$ cat src/rtl/cwg_pkg.sv
// Purpose: constants shared by the waveform generator configuration block
// Assumes: APB with 32-bit data, byte offsets below, pclk at 50 MHz
// Notes:   register contents sit in the low byte of each word
// How it works
// - Bit 4 lets logic cell 2 shut down
// - Bits 3 and 2 enable comparator shutdown
// - Bits 1 and 0 enable timer/pin shutdown
// - Override data D..A in bits 7..4
// - Steer bit picks waveform or override value
// - Steering applies only in modes 00x
// - Sync steering bits are double-buffered
// - Clock select picks 16 MHz or system
// - Four-bit code selects the waveform input
// - Codes 1110 and 1111 connect nothing
// - Three-bit mode field meanings, two reserved
// - Auto-restart clears status when sources low
// - Shutdown drives each pair per 2-bit field
package cwg_pkg;
	// Register byte offsets
	localparam logic [7:0] ENABLE_MODE_OFFSET  = 8'h00;
	localparam logic [7:0] POLARITY_OFFSET     = 8'h04;
	localparam logic [7:0] RISE_DB_OFFSET      = 8'h08;
	localparam logic [7:0] FALL_DB_OFFSET      = 8'h0C;
	localparam logic [7:0] SHUT_STATE_OFFSET   = 8'h10;
	localparam logic [7:0] SHUT_SOURCE_OFFSET  = 8'h14;
	localparam logic [7:0] STEER_OFFSET        = 8'h18;
	localparam logic [7:0] CLK_SELECT_OFFSET   = 8'h1C;
	localparam logic [7:0] INPUT_SELECT_OFFSET = 8'h20;
	localparam logic [7:0] IRQ_STATUS_OFFSET   = 8'h24;
	localparam logic [7:0] IRQ_MASK_OFFSET     = 8'h28;
	// Field positions
	localparam int ENABLE_BIT      = 7;
	localparam int LOAD_BIT        = 6;
	localparam int INPUT_LEVEL_BIT = 5;
	localparam int STATUS_BIT      = 7;
	localparam int RESTART_BIT     = 6;
	localparam int PAIR_BD_LSB     = 4;
	localparam int PAIR_AC_LSB     = 2;
	localparam int OVERRIDE_LSB    = 4;
	localparam int IRQ_SHUTDOWN    = 0;
	localparam int IRQ_RISE        = 1;
	// Reset values
	localparam logic [7:0] ENABLE_MODE_RESET = 8'h00;
	localparam logic [3:0] POLARITY_RESET    = 4'h0;
	localparam logic [5:0] DEADBAND_RESET    = 6'h00;
	localparam logic [1:0] PAIR_STATE_RESET  = 2'h1;
	localparam logic [4:0] SHUT_SOURCE_RESET = 5'h00;
	localparam logic [7:0] STEER_RESET       = 8'h00;
	localparam logic [3:0] INPUT_SEL_RESET   = 4'h0;
	localparam logic [1:0] IRQ_RESET         = 2'h0;
	// Modes
	typedef enum logic [2:0] {
		MODE_STEER, MODE_SYNC_STEER, MODE_FWD_FULL,
		MODE_REV_FULL, MODE_HALF, MODE_PUSH_PULL,
		MODE_RSVD6, MODE_RSVD7
	} mode_e;
	// Shutdown pair states
	localparam logic [1:0] SHUT_DRIVE_ONE  = 2'h3;
	localparam logic [1:0] SHUT_DRIVE_ZERO = 2'h2;
	localparam logic [1:0] SHUT_TRISTATE   = 2'h1;
	// Oscillator tick timing, figures in kHz
	localparam int          PCLK_KHZ = 50000;
	localparam int          OSC_KHZ  = 16000;
	localparam int          TICK_GCD = 2000;
	localparam logic [6:0]  TICK_INC = 7'(OSC_KHZ / TICK_GCD);
	localparam logic [6:0]  TICK_MOD = 7'(PCLK_KHZ / TICK_GCD);
endpackage

$ cat src/rtl/waveform_gen_steering_select.sv
// Purpose: register file, input select, steering and shutdown outputs
// Assumes: APB slave, zero-wait access phase, pclk at 50 MHz
// Notes:   dead-band counts are stored only; timing lives elsewhere
`timescale 1ns/1ps
`default_nettype none
module waveform_gen_steering_select (
	input  wire logic        pclk,
	input  wire logic        presetn,
	input  wire logic        psel,
	input  wire logic        penable,
	input  wire logic        pwrite,
	input  wire logic [7:0]  paddr,
	input  wire logic [31:0] pwdata,
	output var  logic [31:0] prdata,
	output var  logic        pready,
	output var  logic        pslverr,
	input  wire logic [12:0] wave_sources,
	input  wire logic        logic_cell2_output,
	input  wire logic        comparator2_out,
	input  wire logic        comparator1_out,
	input  wire logic        timer2_postscale_out,
	input  wire logic        shutdown_pin_remap,
	output var  logic [3:0]  waveform_out,
	output var  logic [3:0]  waveform_oe_n,
	output var  logic        irq
);
	// Register fields
	logic        enable_ff;
	logic        load_ff;
	logic [2:0]  mode_ff;
	logic [3:0]  polarity_ff;
	logic [5:0]  rise_db_ff;
	logic [5:0]  fall_db_ff;
	logic        shut_status_ff;
	logic        restart_en_ff;
	logic [1:0]  pair_bd_shutdown_state;
	logic [1:0]  pair_ac_shutdown_state;
	logic [4:0]  shut_source_ff;
	logic [7:0]  steer_ff;
	logic        osc_select_ff;
	logic [3:0]  waveform_input_code;
	logic [1:0]  irq_status_ff;
	logic [1:0]  irq_mask_ff;
	// Generator state
	logic [3:0]  steer_active_ff;
	logic        module_clock_signal;
	logic        input_prev_ff;
	logic        shut_hold_ff;
	logic        push_phase_ff;
	logic        status_prev_ff;
	// Combinational
	logic [12:0] wave_sync;
	logic [4:0]  shut_sync;
	logic        gen_tick;
	logic        generated_waveform;
	logic        input_rise;
	logic        input_fall;
	logic        source_active;
	logic        steering_mode;
	logic        wr_access;
	logic        rd_access;
	logic        setup_phase;
	logic [7:0]  rd_byte;
	logic        rd_hit;
	logic [3:0]  raw_wave;
	logic [3:0]  nxt_out;
	logic [3:0]  nxt_oe_n;

	// Any access phase ends at the edge after setup
	assign setup_phase = psel & ~penable;
	assign wr_access   = psel & penable & pready & pwrite;
	assign rd_access   = psel & penable & pready & ~pwrite;

	// True when an offset is a mapped register
	function automatic logic addr_mapped(input logic [7:0] a);
		logic hit;
		hit = 1'b0;
		if (a == cwg_pkg::ENABLE_MODE_OFFSET) begin
			hit = 1'b1;
		end else if (a == cwg_pkg::POLARITY_OFFSET) begin
			hit = 1'b1;
		end else if (a == cwg_pkg::RISE_DB_OFFSET) begin
			hit = 1'b1;
		end else if (a == cwg_pkg::FALL_DB_OFFSET) begin
			hit = 1'b1;
		end else if (a == cwg_pkg::SHUT_STATE_OFFSET) begin
			hit = 1'b1;
		end else if (a == cwg_pkg::SHUT_SOURCE_OFFSET) begin
			hit = 1'b1;
		end else if (a == cwg_pkg::STEER_OFFSET) begin
			hit = 1'b1;
		end else if (a == cwg_pkg::CLK_SELECT_OFFSET) begin
			hit = 1'b1;
		end else if (a == cwg_pkg::INPUT_SELECT_OFFSET) begin
			hit = 1'b1;
		end else if (a == cwg_pkg::IRQ_STATUS_OFFSET) begin
			hit = 1'b1;
		end else if (a == cwg_pkg::IRQ_MASK_OFFSET) begin
			hit = 1'b1;
		end
		return hit;
	endfunction

	// Waveform input multiplexer
	function automatic logic select_wave(input logic [3:0] code,
			input logic [12:0] srcs, input logic mclk);
		logic v;
		v = 1'b0;
		if (code == 4'h0) begin
			v = mclk;
		end else if (code <= 4'hD) begin
			v = srcs[code - 4'h1];
		end else begin
			v = 1'b0;
		end
		return v;
	endfunction

	// Asynchronous sources pass the three-stage filter
	cwg_input_sync #(.WIDTH(13)) u_wave_sync (
		.pclk     (pclk),
		.presetn  (presetn),
		.async_in (wave_sources),
		.sync_out (wave_sync)
	);

	cwg_input_sync #(.WIDTH(5)) u_shut_sync (
		.pclk     (pclk),
		.presetn  (presetn),
		.async_in ({logic_cell2_output, comparator2_out, comparator1_out,
			timer2_postscale_out, shutdown_pin_remap}),
		.sync_out (shut_sync)
	);

	// Module clock enable from the clock select bit
	cwg_clock_tick u_tick (
		.pclk       (pclk),
		.presetn    (presetn),
		.osc_select (osc_select_ff),
		.tick       (gen_tick)
	);

	// Input selection and edge detection on module ticks
	assign generated_waveform = select_wave(waveform_input_code, wave_sync,
		module_clock_signal);
	assign input_rise = gen_tick & generated_waveform & ~input_prev_ff;
	assign input_fall = gen_tick & ~generated_waveform & input_prev_ff;
	assign source_active = |(shut_source_ff & shut_sync);
	assign steering_mode = (mode_ff[2:1] == 2'b00);

	// Read data selection
	always_comb begin
		rd_byte = 8'h00;
		rd_hit  = addr_mapped(paddr);
		if (paddr == cwg_pkg::ENABLE_MODE_OFFSET) begin
			rd_byte = {enable_ff, load_ff, 3'b000, mode_ff};
		end else if (paddr == cwg_pkg::POLARITY_OFFSET) begin
			rd_byte = {2'b00, input_prev_ff, 1'b0, polarity_ff};
		end else if (paddr == cwg_pkg::RISE_DB_OFFSET) begin
			rd_byte = {2'b00, rise_db_ff};
		end else if (paddr == cwg_pkg::FALL_DB_OFFSET) begin
			rd_byte = {2'b00, fall_db_ff};
		end else if (paddr == cwg_pkg::SHUT_STATE_OFFSET) begin
			rd_byte = {shut_status_ff, restart_en_ff, pair_bd_shutdown_state,
				pair_ac_shutdown_state, 2'b00};
		end else if (paddr == cwg_pkg::SHUT_SOURCE_OFFSET) begin
			rd_byte = {3'b000, shut_source_ff};
		end else if (paddr == cwg_pkg::STEER_OFFSET) begin
			rd_byte = steer_ff;
		end else if (paddr == cwg_pkg::CLK_SELECT_OFFSET) begin
			rd_byte = {7'h00, osc_select_ff};
		end else if (paddr == cwg_pkg::INPUT_SELECT_OFFSET) begin
			rd_byte = {4'h0, waveform_input_code};
		end else if (paddr == cwg_pkg::IRQ_STATUS_OFFSET) begin
			rd_byte = {6'h00, irq_status_ff};
		end else if (paddr == cwg_pkg::IRQ_MASK_OFFSET) begin
			rd_byte = {6'h00, irq_mask_ff};
		end
	end

	// APB answer: registered, one access cycle after setup
	always_ff @(posedge pclk or negedge presetn) begin
		if (!presetn) begin
			pready  <= 1'b0;
			pslverr <= 1'b0;
			prdata  <= 32'h0000_0000;
		end else begin
			pready  <= setup_phase;
			pslverr <= setup_phase & ~rd_hit;
			if (setup_phase && !pwrite) begin
				prdata <= {24'h00_0000, rd_byte};
			end else if (setup_phase) begin
				prdata <= 32'h0000_0000;
			end
		end
	end

	// Enable, load and mode fields
	always_ff @(posedge pclk or negedge presetn) begin
		if (!presetn) begin
			enable_ff <= cwg_pkg::ENABLE_MODE_RESET[cwg_pkg::ENABLE_BIT];
			load_ff   <= cwg_pkg::ENABLE_MODE_RESET[cwg_pkg::LOAD_BIT];
			mode_ff   <= cwg_pkg::ENABLE_MODE_RESET[2:0];
		end else if (wr_access && paddr == cwg_pkg::ENABLE_MODE_OFFSET) begin
			enable_ff <= pwdata[cwg_pkg::ENABLE_BIT];
			// Load needs the module already on
			load_ff   <= (load_ff & ~(input_rise | input_fall))
				| (pwdata[cwg_pkg::LOAD_BIT] & enable_ff);
			mode_ff   <= pwdata[2:0];
		end else if (input_rise || input_fall) begin
			load_ff   <= 1'b0;
		end
	end

	// Polarity, dead band, clock select and input select
	always_ff @(posedge pclk or negedge presetn) begin
		if (!presetn) begin
			polarity_ff         <= cwg_pkg::POLARITY_RESET;
			rise_db_ff          <= cwg_pkg::DEADBAND_RESET;
			fall_db_ff          <= cwg_pkg::DEADBAND_RESET;
			osc_select_ff       <= 1'b0;
			waveform_input_code <= cwg_pkg::INPUT_SEL_RESET;
		end else if (wr_access) begin
			if (paddr == cwg_pkg::POLARITY_OFFSET) begin
				polarity_ff <= pwdata[3:0];
			end else if (paddr == cwg_pkg::RISE_DB_OFFSET) begin
				rise_db_ff <= pwdata[5:0];
			end else if (paddr == cwg_pkg::FALL_DB_OFFSET) begin
				fall_db_ff <= pwdata[5:0];
			end else if (paddr == cwg_pkg::CLK_SELECT_OFFSET) begin
				osc_select_ff <= pwdata[0];
			end else if (paddr == cwg_pkg::INPUT_SELECT_OFFSET) begin
				waveform_input_code <= pwdata[3:0];
			end
		end
	end

	// Shutdown sources and steering register
	always_ff @(posedge pclk or negedge presetn) begin
		if (!presetn) begin
			shut_source_ff <= cwg_pkg::SHUT_SOURCE_RESET;
			steer_ff       <= cwg_pkg::STEER_RESET;
		end else if (wr_access) begin
			if (paddr == cwg_pkg::SHUT_SOURCE_OFFSET) begin
				shut_source_ff <= pwdata[4:0];
			end else if (paddr == cwg_pkg::STEER_OFFSET) begin
				steer_ff <= pwdata[7:0];
			end
		end
	end

	// Shutdown control; a source event beats a software clear
	always_ff @(posedge pclk or negedge presetn) begin
		if (!presetn) begin
			shut_status_ff         <= 1'b0;
			restart_en_ff          <= 1'b0;
			pair_bd_shutdown_state <= cwg_pkg::PAIR_STATE_RESET;
			pair_ac_shutdown_state <= cwg_pkg::PAIR_STATE_RESET;
		end else begin
			if (wr_access && paddr == cwg_pkg::SHUT_STATE_OFFSET) begin
				restart_en_ff          <= pwdata[cwg_pkg::RESTART_BIT];
				pair_bd_shutdown_state <= pwdata[cwg_pkg::PAIR_BD_LSB +: 2];
				pair_ac_shutdown_state <= pwdata[cwg_pkg::PAIR_AC_LSB +: 2];
			end
			if (source_active) begin
				shut_status_ff <= 1'b1;
			end else if (wr_access && paddr == cwg_pkg::SHUT_STATE_OFFSET) begin
				shut_status_ff <= pwdata[cwg_pkg::STATUS_BIT];
			end else if (restart_en_ff) begin
				shut_status_ff <= 1'b0;
			end
		end
	end

	// Outputs stay shut until a rising edge after the clear
	always_ff @(posedge pclk or negedge presetn) begin
		if (!presetn) begin
			shut_hold_ff <= 1'b0;
		end else if (shut_status_ff) begin
			shut_hold_ff <= 1'b1;
		end else if (input_rise) begin
			shut_hold_ff <= 1'b0;
		end
	end

	// Module tick state: clock signal, input history, push phase
	always_ff @(posedge pclk or negedge presetn) begin
		if (!presetn) begin
			module_clock_signal <= 1'b0;
			input_prev_ff       <= 1'b0;
			push_phase_ff       <= 1'b0;
		end else if (gen_tick) begin
			module_clock_signal <= ~module_clock_signal;
			input_prev_ff       <= generated_waveform;
			if (input_rise) begin
				push_phase_ff <= ~push_phase_ff;
			end
		end
	end

	// Steering enables: direct, or buffered to the next rising edge
	always_ff @(posedge pclk or negedge presetn) begin
		if (!presetn) begin
			steer_active_ff <= cwg_pkg::STEER_RESET[3:0];
		end else if (mode_ff == cwg_pkg::MODE_SYNC_STEER) begin
			if (input_rise) begin
				steer_active_ff <= steer_ff[3:0];
			end
		end else begin
			steer_active_ff <= steer_ff[3:0];
		end
	end

	// Raw drive pattern per mode, before polarity
	always_comb begin
		raw_wave = 4'h0;
		case (mode_ff)
			cwg_pkg::MODE_STEER, cwg_pkg::MODE_SYNC_STEER: begin
				raw_wave = {4{input_prev_ff}};
			end
			cwg_pkg::MODE_FWD_FULL: begin
				raw_wave = {input_prev_ff, 2'b00, 1'b1};
			end
			cwg_pkg::MODE_REV_FULL: begin
				raw_wave = {1'b0, 1'b1, input_prev_ff, 1'b0};
			end
			cwg_pkg::MODE_HALF: begin
				raw_wave = {~input_prev_ff, input_prev_ff,
					~input_prev_ff, input_prev_ff};
			end
			cwg_pkg::MODE_PUSH_PULL: begin
				raw_wave = {input_prev_ff & ~push_phase_ff,
					input_prev_ff & push_phase_ff,
					input_prev_ff & ~push_phase_ff,
					input_prev_ff & push_phase_ff};
			end
			default: begin
				raw_wave = 4'h0;
			end
		endcase
	end

	// Output selection: shutdown, disable, steering, waveform
	always_comb begin
		logic [1:0] pair_state;
		pair_state = 2'b00;
		nxt_out    = 4'h0;
		nxt_oe_n   = 4'h0;
		for (int i = 0; i < 4; i++) begin
			// A and C use one field, B and D the other
			pair_state = (i % 2 == 0) ? pair_ac_shutdown_state
				: pair_bd_shutdown_state;
			if (shut_status_ff || shut_hold_ff) begin
				if (pair_state == cwg_pkg::SHUT_DRIVE_ONE) begin
					nxt_out[i] = 1'b1;
				end else if (pair_state == cwg_pkg::SHUT_DRIVE_ZERO) begin
					nxt_out[i] = 1'b0;
				end else if (pair_state == cwg_pkg::SHUT_TRISTATE) begin
					nxt_oe_n[i] = 1'b1;
				end else begin
					nxt_out[i] = polarity_ff[i];
				end
			end else if (!enable_ff) begin
				nxt_out[i] = polarity_ff[i];
			end else if (steering_mode) begin
				nxt_out[i] = steer_active_ff[i]
					? (raw_wave[i] ^ polarity_ff[i])
					: steer_ff[cwg_pkg::OVERRIDE_LSB + i];
			end else begin
				nxt_out[i] = raw_wave[i] ^ polarity_ff[i];
			end
		end
	end

	// Pins are registered so they never glitch on decode
	always_ff @(posedge pclk or negedge presetn) begin
		if (!presetn) begin
			waveform_out  <= 4'h0;
			waveform_oe_n <= 4'h0;
		end else begin
			waveform_out  <= nxt_out;
			waveform_oe_n <= nxt_oe_n;
		end
	end

	// Event flags: set wins, read clears only what was returned
	always_ff @(posedge pclk or negedge presetn) begin
		if (!presetn) begin
			irq_status_ff  <= cwg_pkg::IRQ_RESET;
			status_prev_ff <= 1'b0;
		end else begin
			status_prev_ff <= shut_status_ff;
			for (int j = 0; j < 2; j++) begin
				if (j == cwg_pkg::IRQ_SHUTDOWN && shut_status_ff
					&& !status_prev_ff) begin
					irq_status_ff[j] <= 1'b1;
				end else if (j == cwg_pkg::IRQ_RISE && input_rise) begin
					irq_status_ff[j] <= 1'b1;
				end else if (rd_access && paddr == cwg_pkg::IRQ_STATUS_OFFSET
					&& prdata[j]) begin
					irq_status_ff[j] <= 1'b0;
				end
			end
		end
	end

	// Mask register and the interrupt level
	always_ff @(posedge pclk or negedge presetn) begin
		if (!presetn) begin
			irq_mask_ff <= cwg_pkg::IRQ_RESET;
			irq         <= 1'b0;
		end else begin
			if (wr_access && paddr == cwg_pkg::IRQ_MASK_OFFSET) begin
				irq_mask_ff <= pwdata[1:0];
			end
			irq <= |(irq_status_ff & irq_mask_ff);
		end
	end
endmodule
`default_nettype wire

$ cat src/rtl/cwg_input_sync.sv
// Purpose: three-stage synchroniser for asynchronous inputs
// Assumes: inputs come from outside the pclk domain
// Notes:   output changes once stages two and three agree
`timescale 1ns/1ps
`default_nettype none
module cwg_input_sync #(
	parameter int WIDTH = 1
) (
	input  wire logic             pclk,
	input  wire logic             presetn,
	input  wire logic [WIDTH-1:0] async_in,
	output var  logic [WIDTH-1:0] sync_out
);
	logic [WIDTH-1:0] stage1_ff;
	logic [WIDTH-1:0] stage2_ff;
	logic [WIDTH-1:0] stage3_ff;

	// Stage one is read only by stage two
	always_ff @(posedge pclk or negedge presetn) begin
		if (!presetn) begin
			stage1_ff <= '0;
			stage2_ff <= '0;
			stage3_ff <= '0;
			sync_out  <= '0;
		end else begin
			stage1_ff <= async_in;
			stage2_ff <= stage1_ff;
			stage3_ff <= stage2_ff;
			// Hold old value while stages disagree
			sync_out  <= (~(stage2_ff ^ stage3_ff) & stage3_ff)
				| ((stage2_ff ^ stage3_ff) & sync_out);
		end
	end
endmodule
`default_nettype wire

$ cat src/rtl/cwg_clock_tick.sv
// Purpose: module clock enable, system rate or 16 MHz average
// Assumes: single pclk domain at 50 MHz
// Notes:   oscillator rate is a fractional enable, jitter of one cycle
`timescale 1ns/1ps
`default_nettype none
module cwg_clock_tick (
	input  wire logic pclk,
	input  wire logic presetn,
	input  wire logic osc_select,
	output var  logic tick
);
	logic [6:0] acc_ff;
	logic [6:0] nxt_sum;

	assign nxt_sum = acc_ff + cwg_pkg::TICK_INC;

	// Accumulate 8 of 25 per cycle for 16 of 50 MHz
	always_ff @(posedge pclk or negedge presetn) begin
		if (!presetn) begin
			acc_ff <= '0;
			tick   <= 1'b0;
		end else if (!osc_select) begin
			acc_ff <= '0;
			tick   <= 1'b1;
		end else if (nxt_sum >= cwg_pkg::TICK_MOD) begin
			acc_ff <= nxt_sum - cwg_pkg::TICK_MOD;
			tick   <= 1'b1;
		end else begin
			acc_ff <= nxt_sum;
			tick   <= 1'b0;
		end
	end
endmodule
`default_nettype wire

$ cat config.mk
export PLATFORM = sky130hd
export DESIGN_NAME = waveform_gen_steering_select
export DESIGN_NICKNAME = d
export VERILOG_FILES = /design/src/rtl/cwg_pkg.sv /design/src/rtl/waveform_gen_steering_select.sv /design/src/rtl/cwg_input_sync.sv /design/src/rtl/cwg_clock_tick.sv
export SDC_FILE = /design/constraint.sdc
export NUM_CORES = 1
export LEC_CHECK = 0
export ABC_CLOCK_PERIOD_IN_PS = 3090
export BUFFER_PORTS_ARGS = -buffer_cell sky130_fd_sc_hd__buf_2
export CORE_MARGIN = 1
export CORE_UTILIZATION = 35
export CTS_CLUSTER_SIZE = 14
export DETAILED_ROUTE_END_ITERATION = 8
export PLACE_DENSITY = 0.63
export SLEW_MARGIN = 20
export SYNTH_ARGS = -nofsm -noshare
export SYNTH_HDL_FRONTEND = slang
export SYNTH_HIERARCHICAL = 1
export SYNTH_SLANG_ARGS = --single-unit
$ cat constraint.sdc
create_clock -name pclk -period 3.09 [get_ports pclk]
set_input_delay 0.4635 -clock pclk [delete_from_list [all_inputs] [get_ports pclk]]
set_output_delay 0.4635 -clock pclk [all_outputs]
set_load 0.02 [all_outputs]
==> Yosys cells after proc, flatten, opt, wreduce, memory -nomap -nowiden <==
Cells that the tools add are included.
{ "word_totals": {"regBits": 181, "elab_cells": 227} }
{ "op_classes": {"addsub": 3, "n_lt_le_gt_ge": 3, "n_eq_ne": 22, "muxes": 82, "n_bitwise": 45, "reduce_logical": 33} }
{ "op_table": {"columns": ["cell", "count"], "rows": [
  ["$mux 32", 2],
  ["$mux 1", 63],
  ["$mux 8", 7],
  ["$eq 8x5->1 const B", 4],
  ["$and 13x13->13", 2],
  ["$eq 8x6->1 const B", 3],
  ["$pmux 4 s5", 1],
  ["$eq 8x4->1 const B", 2],
  ["$mux 4", 4],
  ["$and 5x5->5", 3],
  ["$and 1x1->1", 14],
  ["$mux 7", 2],
  ["$not 1->1", 13],
  ["$not 13->13", 1],
  ["$or 13x13->13", 1],
  ["$xor 13x13->13", 1],
  ["$reduce_bool 2->1", 5],
  ["$eq 2x2->1 const B", 4],
  ["$eq 8x3->1 const B", 1],
  ["$logic_and 1x1->1", 8],
  ["$logic_not 8->1", 1],
  ["$add 7x4->7 const B", 1],
  ["$ge 7x5->1 const B", 1],
  ["$sub 7x5->7 const B", 1],
  ["29 further kinds", 43]
]} }

==> Depth between registers and ports, before layout <==
Gate-level depths: netlist (run 1).
{ "logic_depth": {"word_depth": 14, "depth_mapped": 9, "mapped_depth_nobuf": 8} }

==> Modules after synthesis <==
Netlist (run 1), hierarchy kept.
{ "by_module_without_submodules": {"columns": ["module", "instances", "cells_per_inst", "area_each_um2"], "rows": [
  ["waveform_gen_steering_select", 1, 393, 4124.0],
  ["cwg_input_sync (u_wave_sync)", 1, 65, 1447.6],
  ["cwg_input_sync (u_shut_sync)", 1, 25, 556.8],
  ["cwg_clock_tick", 1, 56, 536.8]
]} }

==> Worst setup path before layout (run 1) <==
OpenSTA, ideal clock, no wires.
{ "synth_timing": {"path_type": "reg2reg", "from": "reg waveform_input_code[0]", "to": "reg steer_active_ff[0]", "setup_ns": 0.125, "t_arrival_ns": 2.196, "t_required_ns": 2.965, "path_slack_ns": 0.769, "stages_incl_launch_ff": 10, "period_less_slack_ns": 2.321, "path_cell_list": "dfrtp_1 -> buf_6 -> inv_1 -> ha_1 -> mux4_2 -> and2_1 -> o31a_1 -> a21oi_4 -> o211ai_4 -> mux2_4"} }
{ "synth_between": {"elab_chain_cells": 8} }
{ "synth_rtl": {"columns": ["element", "line", "rtl"], "rows": [
  ["start, declared", "waveform_gen_steering_select.sv:41", "logic [3:0] waveform_input_code;"],
  ["start signal, assigned", "waveform_gen_steering_select.sv:222", "waveform_input_code <= cwg_pkg::INPUT_SEL_RESET;"],
  ["start signal, assigned", "waveform_gen_steering_select.sv:233", "waveform_input_code <= pwdata[3:0];"],
  ["$sub 4x1->4", "waveform_gen_steering_select.sv:112", "v = srcs[code - 4'h1];"],
  ["$bmux 1 s4", "waveform_gen_steering_select.sv:112", null],
  ["$mux 1 (implied by the code)", "waveform_gen_steering_select.sv:112", null],
  ["$mux 1", "waveform_gen_steering_select.sv:111", "end else if (code <= 4'hD) begin"],
  ["$mux 1 (*)", "waveform_gen_steering_select.sv:109", "if (code == 4'h0) begin"],
  ["$and 1x1->1 (*) (2 in series)", "waveform_gen_steering_select.sv:146", "assign input_rise = gen_tick & generated_waveform & ~input_prev_ff;"],
  ["$ne 2x2->1 (no source line) (*)", null, null],
  ["end signal, assigned", "waveform_gen_steering_select.sv:304", "steer_active_ff <= cwg_pkg::STEER_RESET[3:0];"],
  ["end signal, assigned", "waveform_gen_steering_select.sv:307", "steer_active_ff <= steer_ff[3:0];"],
  ["end signal, assigned", "waveform_gen_steering_select.sv:310", "steer_active_ff <= steer_ff[3:0];"],
  ["end, declared", "waveform_gen_steering_select.sv:45", "logic [3:0] steer_active_ff;"]
]} }
Every way passes the cells marked *; elsewhere a longest branch is shown, timed or not. The select of a mux whose other input is x is not followed.
A chain may end at the register's enable or synchronous reset.

==> Worst setup path after layout (run 1) <==
{ "layout_timing": {"from": "reg waveform_input_code[1]", "to": "reg steer_active_ff[1]"} }
Same word-level chain as after synthesis.

==> results of run 1 <==
## cells in the final DEF (no fill, tap or decap), types with 7 or more instances in the layout
master,synthesis,layout
dfrtp_1,153,153
buf_2,3,56
mux2_2,45,45
nand2_1,35,35
nor2_1,31,31
conb_1,1,24
nor3_1,20,20
o21ai_0,19,19
a21oi_1,18,18
maj3_2,18,18
clkbuf_16,0,17
inv_1,14,14
mux2i_1,13,13
nand3_1,13,13
buf_4,26,9
xnor2_1,8,8
nand2b_1,7,7
nor3b_1,7,7
o31ai_1,7,7
## worst max-delay path, delay by kind of cell (launching register included)
family | cells | cell delay (ns)
flip-flops | 1 | 0.38
AND/OR/NAND/NOR | 1 | 0.17
multiplexers | 2 | 0.64
buffers and inverters | 1 | 0.09
adder cells (fa/ha/maj) | 1 | 0.39
AO/OA/AOI/OAI | 3 | 0.71
## metrics by stage
stage           util  cells  area (um^2)  hold slack (ns)
3_5_place_dp   0.383    822         7160            0.335
4_1_cts        0.414    854         7740           0.0801
3_3_place_gp   0.383    822         7160            0.332
6_report       0.414    854         7740           0.0506
2_1_floorplan      -    562         6750            0.168
5_1_grt        0.414    854         7740            0.104
## kinds of logic (layout without fill, tap and decap cells)
| kind of cell | after synthesis | count (layout) | share of synthesized area |
|---|---|---|---|
| AOI/OAI and AO/OA | 86 | 86 | 0.0890 |
| xor gates and xnor gates | 11 | 11 | 0.0145 |
| adders and majority gates | 24 | 24 | 0.0417 |
| buffers and inverters | 55 | 113 | 0.0473 |
| DFF | 155 | 155 | 0.582 |
| muxes | 65 | 65 | 0.115 |
| other | 1 | 24 | 0.000563 |
| and+or+nand+nor | 142 | 142 | 0.110 |
## cell type report
cell class | instances | area, um^2 | share of cell area
clock buffer | 18 | 439 | 0.0567
inverter | 14 | 52.6 | 0.00679
multi-input combinational | 352 | 2550 | 0.330
timing repair buffer | 67 | 379 | 0.0490
tap | 234 | 293 | 0.0378
sequential | 155 | 3880 | 0.501
clock inverter | 14 | 144 | 0.0186
## power by group
part           leakage [nW]  switching, mW  internal, mW  total (mW)
Combinational          1.37          0.181         0.100       0.281
Clock                 0.290          0.921          1.10        2.02
Sequential             1.93         0.0579          2.11        2.17
## metal layers
layer,part of all wire,global-route usage,routed length [um]
met5,0,0,0
met4,0.023,0.0665,340
met3,0.056,0.0444,812
met2,0.47,0.253,6810
met1,0.45,0.217,6570
## final timing paths
path | startpoint | to | slack, ns | cells after the start
worst min-delay path | presetn | u_wave_sync/stage1_ff[0]$_DFF_PN0_ | 0.05 | 1
min in group pclk | timer2_postscale_out | u_shut_sync/stage1_ff[1]$_DFF_PN0_ | 0.13 | 1
worst min register to register | u_wave_sync/stage1_ff[2]$_DFF_PN0_ | u_wave_sync/stage2_ff[2]$_DFF_PN0_ | 0.34 | 0
worst max-delay path | waveform_input_code[1]$_DFFE_PN0P_ | steer_active_ff[1]$_DFFE_PN0P_ | 0.59 | 8
max in group asynchronous | presetn | pair_ac_shutdown_state[0]$_DFFE_PN1P_ | 2.23 | 2
worst max register to register | waveform_input_code[1]$_DFFE_PN0P_ | steer_active_ff[1]$_DFFE_PN0P_ | 0.59 | 8
==> results.yml, run 1 <==
floorplanning:
  start_util: 0.356
  rows: 50
  fp.dieH_um: 140
  dieArea_um2: 19600
  dieWidth_um: 140
  io_pins: 106
  core_area_um2: 18700
sta:
  period_minus_slack_ns: 2.50
  drv_slew: 0
  finClkSkew_ns: 0.00724
  finalHoldViolCount: 0
  rsz0062_at_grt: "false"
  fmax_mhz: 401
  finalCritPeriodShare: 0.808
  worst_slack_ns: 0.594
  setup-tns-final_ns: 0
  worst_slew_pin_slew_ns: 0.699
  max_slew_margin: 0.534
  setup_violations: 0
setup_path:
  crit_path_end_kind: "flop"
  startpoint_type: "flop"
  max_stage_delay_ns: 0.39
  cp_data_required_time_ns: 3.40
  arrival_ns: 2.81
  cpMaxStageDelayCell: "ha_1"
  worstPathMaxFanout: 4
  worstPathCellList: "inv_1 > ha_1 > mux4_2 > and2_1 > o31a_1 > a21oi_4 > o211ai_4 > mux2_4"
  setup.worst_path.class: "reg -> reg"
place:
  gp_congestion: 0.907
  place_hpwl_um: 10600
  post-place-ws_ns: 0.577
  portBuffers: 57
hold_path:
  min_path_type: "in -> async"
clocking:
  root_buffer: "clkbuf_16"
  cts_buffers: 17
  clk_latency_ns: 0.43
  post_cts_buffers: 0
  post_cts_resized: 0
  clkTransAtPathRegs_ns: 0.07
  htree_levels: 4
  hold_buffers: 0
  cts_buffer_depth: 2
  cts.sinks: 155
  cts_tree: "yes"
cells_and_area:
  finalNetCount: 676
  area_growth_pct: 16.2
  fill_cells: 1744
  n_antenna_cell: 0
  layout-drive-gt1-share: 0.289
synth:
  synthesis.instances: 539
  synth_common_cells: "153 x dfrtp_1, 45 x mux2_2, 35 x nand2_1"
  synth.distinct_cells: 56
  synth.top_cell.area_share: 0.574
  async_flop_share: 1.00
  synth.yosys.warnings: 6
  yosysSeqAreaShare: 0.582
  synth_top_area_cell: "dfrtp_1"
  avgSynthCellArea_um2: 12.4
  synth-edff-count: 0
  synth_area_um2: 6670
  synth-seq-cells: 155
  yosys-top-cells-area: "dfrtp_1 57%, mux2_2 7.6%, maj3_2 3.0%"
  yosys_most_used_dff: "dfrtp_1"
  yosysMostFrequentCell: "dfrtp_1"
run:
  maxCapViolCount: 0
route:
  viasPerCell: 5.15
  drt_pass1_iterations: 7
  drcViolationCount: 1
  drt_iter0_markers: 282
  via_count: 4399
  avgRoutedWirePerCell_um: 17.0
  ant_nets: 0
  drt-total-wl_um: 14500
grt:
  grt_overflow: 0
  grt_use_total: 0.163
  grt_max_degree: 75
  grt_pass1_vias: 4474
  grt_pass1_wl_um: 24400
  antenna_found_initial: 0
power:
  power_density_nw_per_um2: 577
  p_leak_nw: 3.58
  total_power_mw: 4.47
  vdd_drop_max_v: 0.000382
status:
  violations: "design-rule violations"
  status: "finished, violations left"
Power figures use the tool's default switching activity.
==> run 2, diff against run 1 <==
--- a/config.mk
+++ b/config.mk
@@ -5,13 +5,14 @@
 export SDC_FILE = /design/constraint.sdc
 export NUM_CORES = 1
 export LEC_CHECK = 0
-export ABC_CLOCK_PERIOD_IN_PS = 3090
+export ABC_AREA = 1
+export ABC_CLOCK_PERIOD_IN_PS = 2029
 export BUFFER_PORTS_ARGS = -buffer_cell sky130_fd_sc_hd__buf_2
 export CORE_MARGIN = 1
 export CORE_UTILIZATION = 35
 export CTS_CLUSTER_SIZE = 14
 export DETAILED_ROUTE_END_ITERATION = 8
-export PLACE_DENSITY = 0.63
+export PLACE_DENSITY = 0.65
 export SLEW_MARGIN = 20
 export SYNTH_ARGS = -nofsm -noshare
 export SYNTH_HDL_FRONTEND = slang
==> constraint.sdc (replaced) <==
create_clock -name pclk -period 2.03 [get_ports pclk]
set_input_delay 0.3045 -clock pclk [delete_from_list [all_inputs] [get_ports pclk]]
set_output_delay 0.3045 -clock pclk [all_outputs]
set_load 0.02 [all_outputs]
==> run 2 against run 1 <==
The run now ends clean. Sequential power is 52% higher. Sequential cell count stayed put. Register-to-register slack worse by 0.43 ns. Synthesized cell count is 40% higher. Die area is 3.3% higher. Final area rose by 6.0%. Setup slack got worse by 0.43 ns. Power increased by 52%. Area after synthesis up 3.4%. Maximum frequency grew 34%. Core utilization up 1.8 points. Sequential share of layout area down 2.8 points. Critical endpoint is now shut_hold_ff$_DFFE_PN0P_. Largest power group unchanged.
==> results.yml, run 2 <==
sta:
  finClkSkew_ns: 0.00748
  fmax_mhz: 536
  finalHoldViolCount: 0
  setup_violations: 0
  max_slew_margin: 0.559
  finalCritPeriodShare: 0.918
  period_minus_slack_ns: 1.86
  worst_slew_pin_slew_ns: 0.656
  drv_slew: 0
synth:
  yosys-top-cells-area: "dfrtp_1 56%, nand2_1 9.8%, inv_1 4.8%"
  async_flop_share: 1.00
  avgSynthCellArea_um2: 9.11
  synthesis.instances: 756
  synth.distinct_cells: 38
  yosys_most_used_dff: "dfrtp_1"
  synth.yosys.warnings: 6
  yosysMostFrequentCell: "nand2_1"
  synth_common_cells: "179 x nand2_1, 153 x dfrtp_1, 89 x inv_1"
  yosysSeqAreaShare: 0.563
  synth.top_cell.area_share: 0.556
  synth_top_area_cell: "dfrtp_1"
  synth_area_um2: 6890
  synth-edff-count: 0
  synth-seq-cells: 155
hold_path:
  hold_start: "penable"
  hold_depth: 2
  min_path_type: "in -> reg"
  holdPathEnd: "pready$_DFF_PN0_"
setup_path:
  rr_endpoint: "shut_hold_ff$_DFFE_PN0P_"
  worstPathMaxFanout: 8
  worstPathCellList: "inv_1 > ha_2 > inv_1 > nand2_1 > nand2_1 > inv_1 > nand3_1 > nand3_1 > nand3_2 > nand2_2 > nand3_4 > o21ai_1 > inv_1"
  r2r_cells: 13
  rrSetupSlack_ns: 0.17
  crit_path_end_kind: "flop"
  cpMaxStageDelayCell: "dfrtp_1"
  setup.worst_path.class: "reg -> reg"
  startpoint_type: "flop"
  max_stage_delay_ns: 0.38
  r2r_start: "waveform_input_code[1]$_DFFE_PN0P_"
  cp_data_required_time_ns: 2.35
  critPathLaunch: "waveform_input_code[1]$_DFFE_PN0P_"
  arrival_ns: 2.18
  path_common_cell: "inv_1"
floorplanning:
  dieArea_um2: 20300
  core_area_um2: 19000
  fp.dieH_um: 142
  start_util: 0.362
  rows: 50
  io_pins: 106
  dieWidth_um: 142
clocking:
  cts_buffers: 17
  clkTransAtPathRegs_ns: 0.06
  cts.sinks: 155
  root_buffer: "clkbuf_16"
  htree_levels: 4
  cts_tree: "yes"
  clk_latency_ns: 0.43
  cts_buffer_depth: 2
cells_and_area:
  fill_cells: 1844
  mostFrequentLayoutCells: "179 x nand2_1, 153 x dfrtp_1, 89 x inv_1"
  instances_no_fill: 1124
  n_antenna_cell: 0
  finalNetCount: 920
  utilization: 0.432
  area_growth_pct: 19.1
  layout_commonest_cell: "nand2_1"
  layout-drive-gt1-share: 0.182
route:
  via_count: 5234
  drt_pass1_iterations: 5
  drt_iter0_markers: 339
  avgRoutedWirePerCell_um: 13.3
  ant_nets: 0
  drcViolationCount: 0
  drt-total-wl_um: 14900
  viasPerCell: 4.66
power:
  power_density_nw_per_um2: 826
  vdd_drop_max_v: 0.000582
  p_leak_nw: 4.06
grt:
  grt_max_degree: 50
  grt_pass1_vias: 4862
  antenna_found_initial: 0
  grt_use_total: 0.158
  grt_pass1_wl_um: 24500
  grt_overflow: 0
place:
  dp_cells: 1071
  gp_congestion: 0.899
  place_hpwl_um: 10600
  portBuffers: 57
run:
  maxCapViolCount: 0
status:
  status: "finished, final reports clean"
==> run 2: how the worst max path moves through the flow <==
stage	slack, ns	cells after the start	to
2_1_floorplan	0.32	13	steer_active_ff[0]$_DFFE_PN0P_
3_3_place_gp	0.19	9	fall_db_ff[5]$_DFFE_PN0P_
3_5_place_dp	0.16	9	fall_db_ff[0]$_DFFE_PN0P_
4_1_cts	0.15	11	shut_hold_ff$_DFFE_PN0P_
5_1_grt	-0.002	12	steer_active_ff[3]$_DFFE_PN0P_
6_report	0.17	13	shut_hold_ff$_DFFE_PN0P_
==> run 2: area by class of cell <==
cell class | instances | area, um^2 | share of cell area
clock buffer | 20 | 437 | 0.0532
tap | 260 | 325 | 0.0396
inverter | 98 | 370 | 0.0451
clock inverter | 12 | 139 | 0.0169
sequential | 155 | 3880 | 0.473
timing repair buffer | 84 | 567 | 0.0691
multi-input combinational | 495 | 2490 | 0.303
==> run 2: cell families after synthesis <==
| logic type | after synthesis | synth area share |
|---|---|---|
| and+or+nand+nor | 335 | 0.226 |
| other | 1 | 0.000544 |
| DFF | 155 | 0.563 |
| xor gates and xnor gates | 4 | 0.00508 |
| muxes | 1 | 0.00145 |
| buffers and inverters | 129 | 0.0886 |
| adders and majority gates | 6 | 0.0109 |
| AOI/OAI and AO/OA | 125 | 0.104 |
==> run 2: stage by stage <==
| stage | instance area (um^2) | setup TNS [ns] | setup slack, ns | hold slack (ns) | power, mW |
|---|---|---|---|---|---|
| after global routing | 8210 | -0.00647 | -0.00207 | 0.0696 | 7.02 |
| final | 8210 | 0 | 0.166 | 0.0687 | 6.78 |
| after floorplan | 6980 | 0 | 0.324 | 0.00891 | 3.58 |
| after global placement | 7420 | 0 | 0.194 | 0.236 | 3.73 |
| after detailed placement | 7420 | 0 | 0.160 | 0.236 | 3.73 |
| after CTS | 8190 | 0 | 0.149 | 0.0515 | 6.85 |
==> run 2: timing repair <==
item,4_1_cts,5_1_grt
buffers inserted,0,2
endpoints found under the hold margin,52,0
hold buffers,19,0
gates resized for setup,0,1
endpoints found under the setup margin,0,5
==> run 2: metal layers <==
| metal | routed length, um | global-route usage |
|---|---|---|
| met1 | 6910 | 0.215 |
| met2 | 6960 | 0.241 |
| met3 | 681 | 0.0340 |
| met4 | 360 | 0.0724 |
| met5 | 0 | 0 |
==> run 2: power breakdown <==
part	leakage [nW]	internal (mW)	total, mW	switching, mW
Clock	0.268	1.82	3.08	1.26
Combinational	1.88	0.135	0.405	0.270
Sequential	1.91	3.22	3.30	0.0809
==> run 2: critical path, delay by kind of cell, from the launching register on <==
family | cells | cell delay, ns
AND/OR/NAND/NOR | 7 | 0.68
AO/OA/AOI/OAI | 1 | 0.17
buffers and inverters | 4 | 0.32
flip-flops | 1 | 0.38
adder cells (fa/ha/maj) | 1 | 0.20
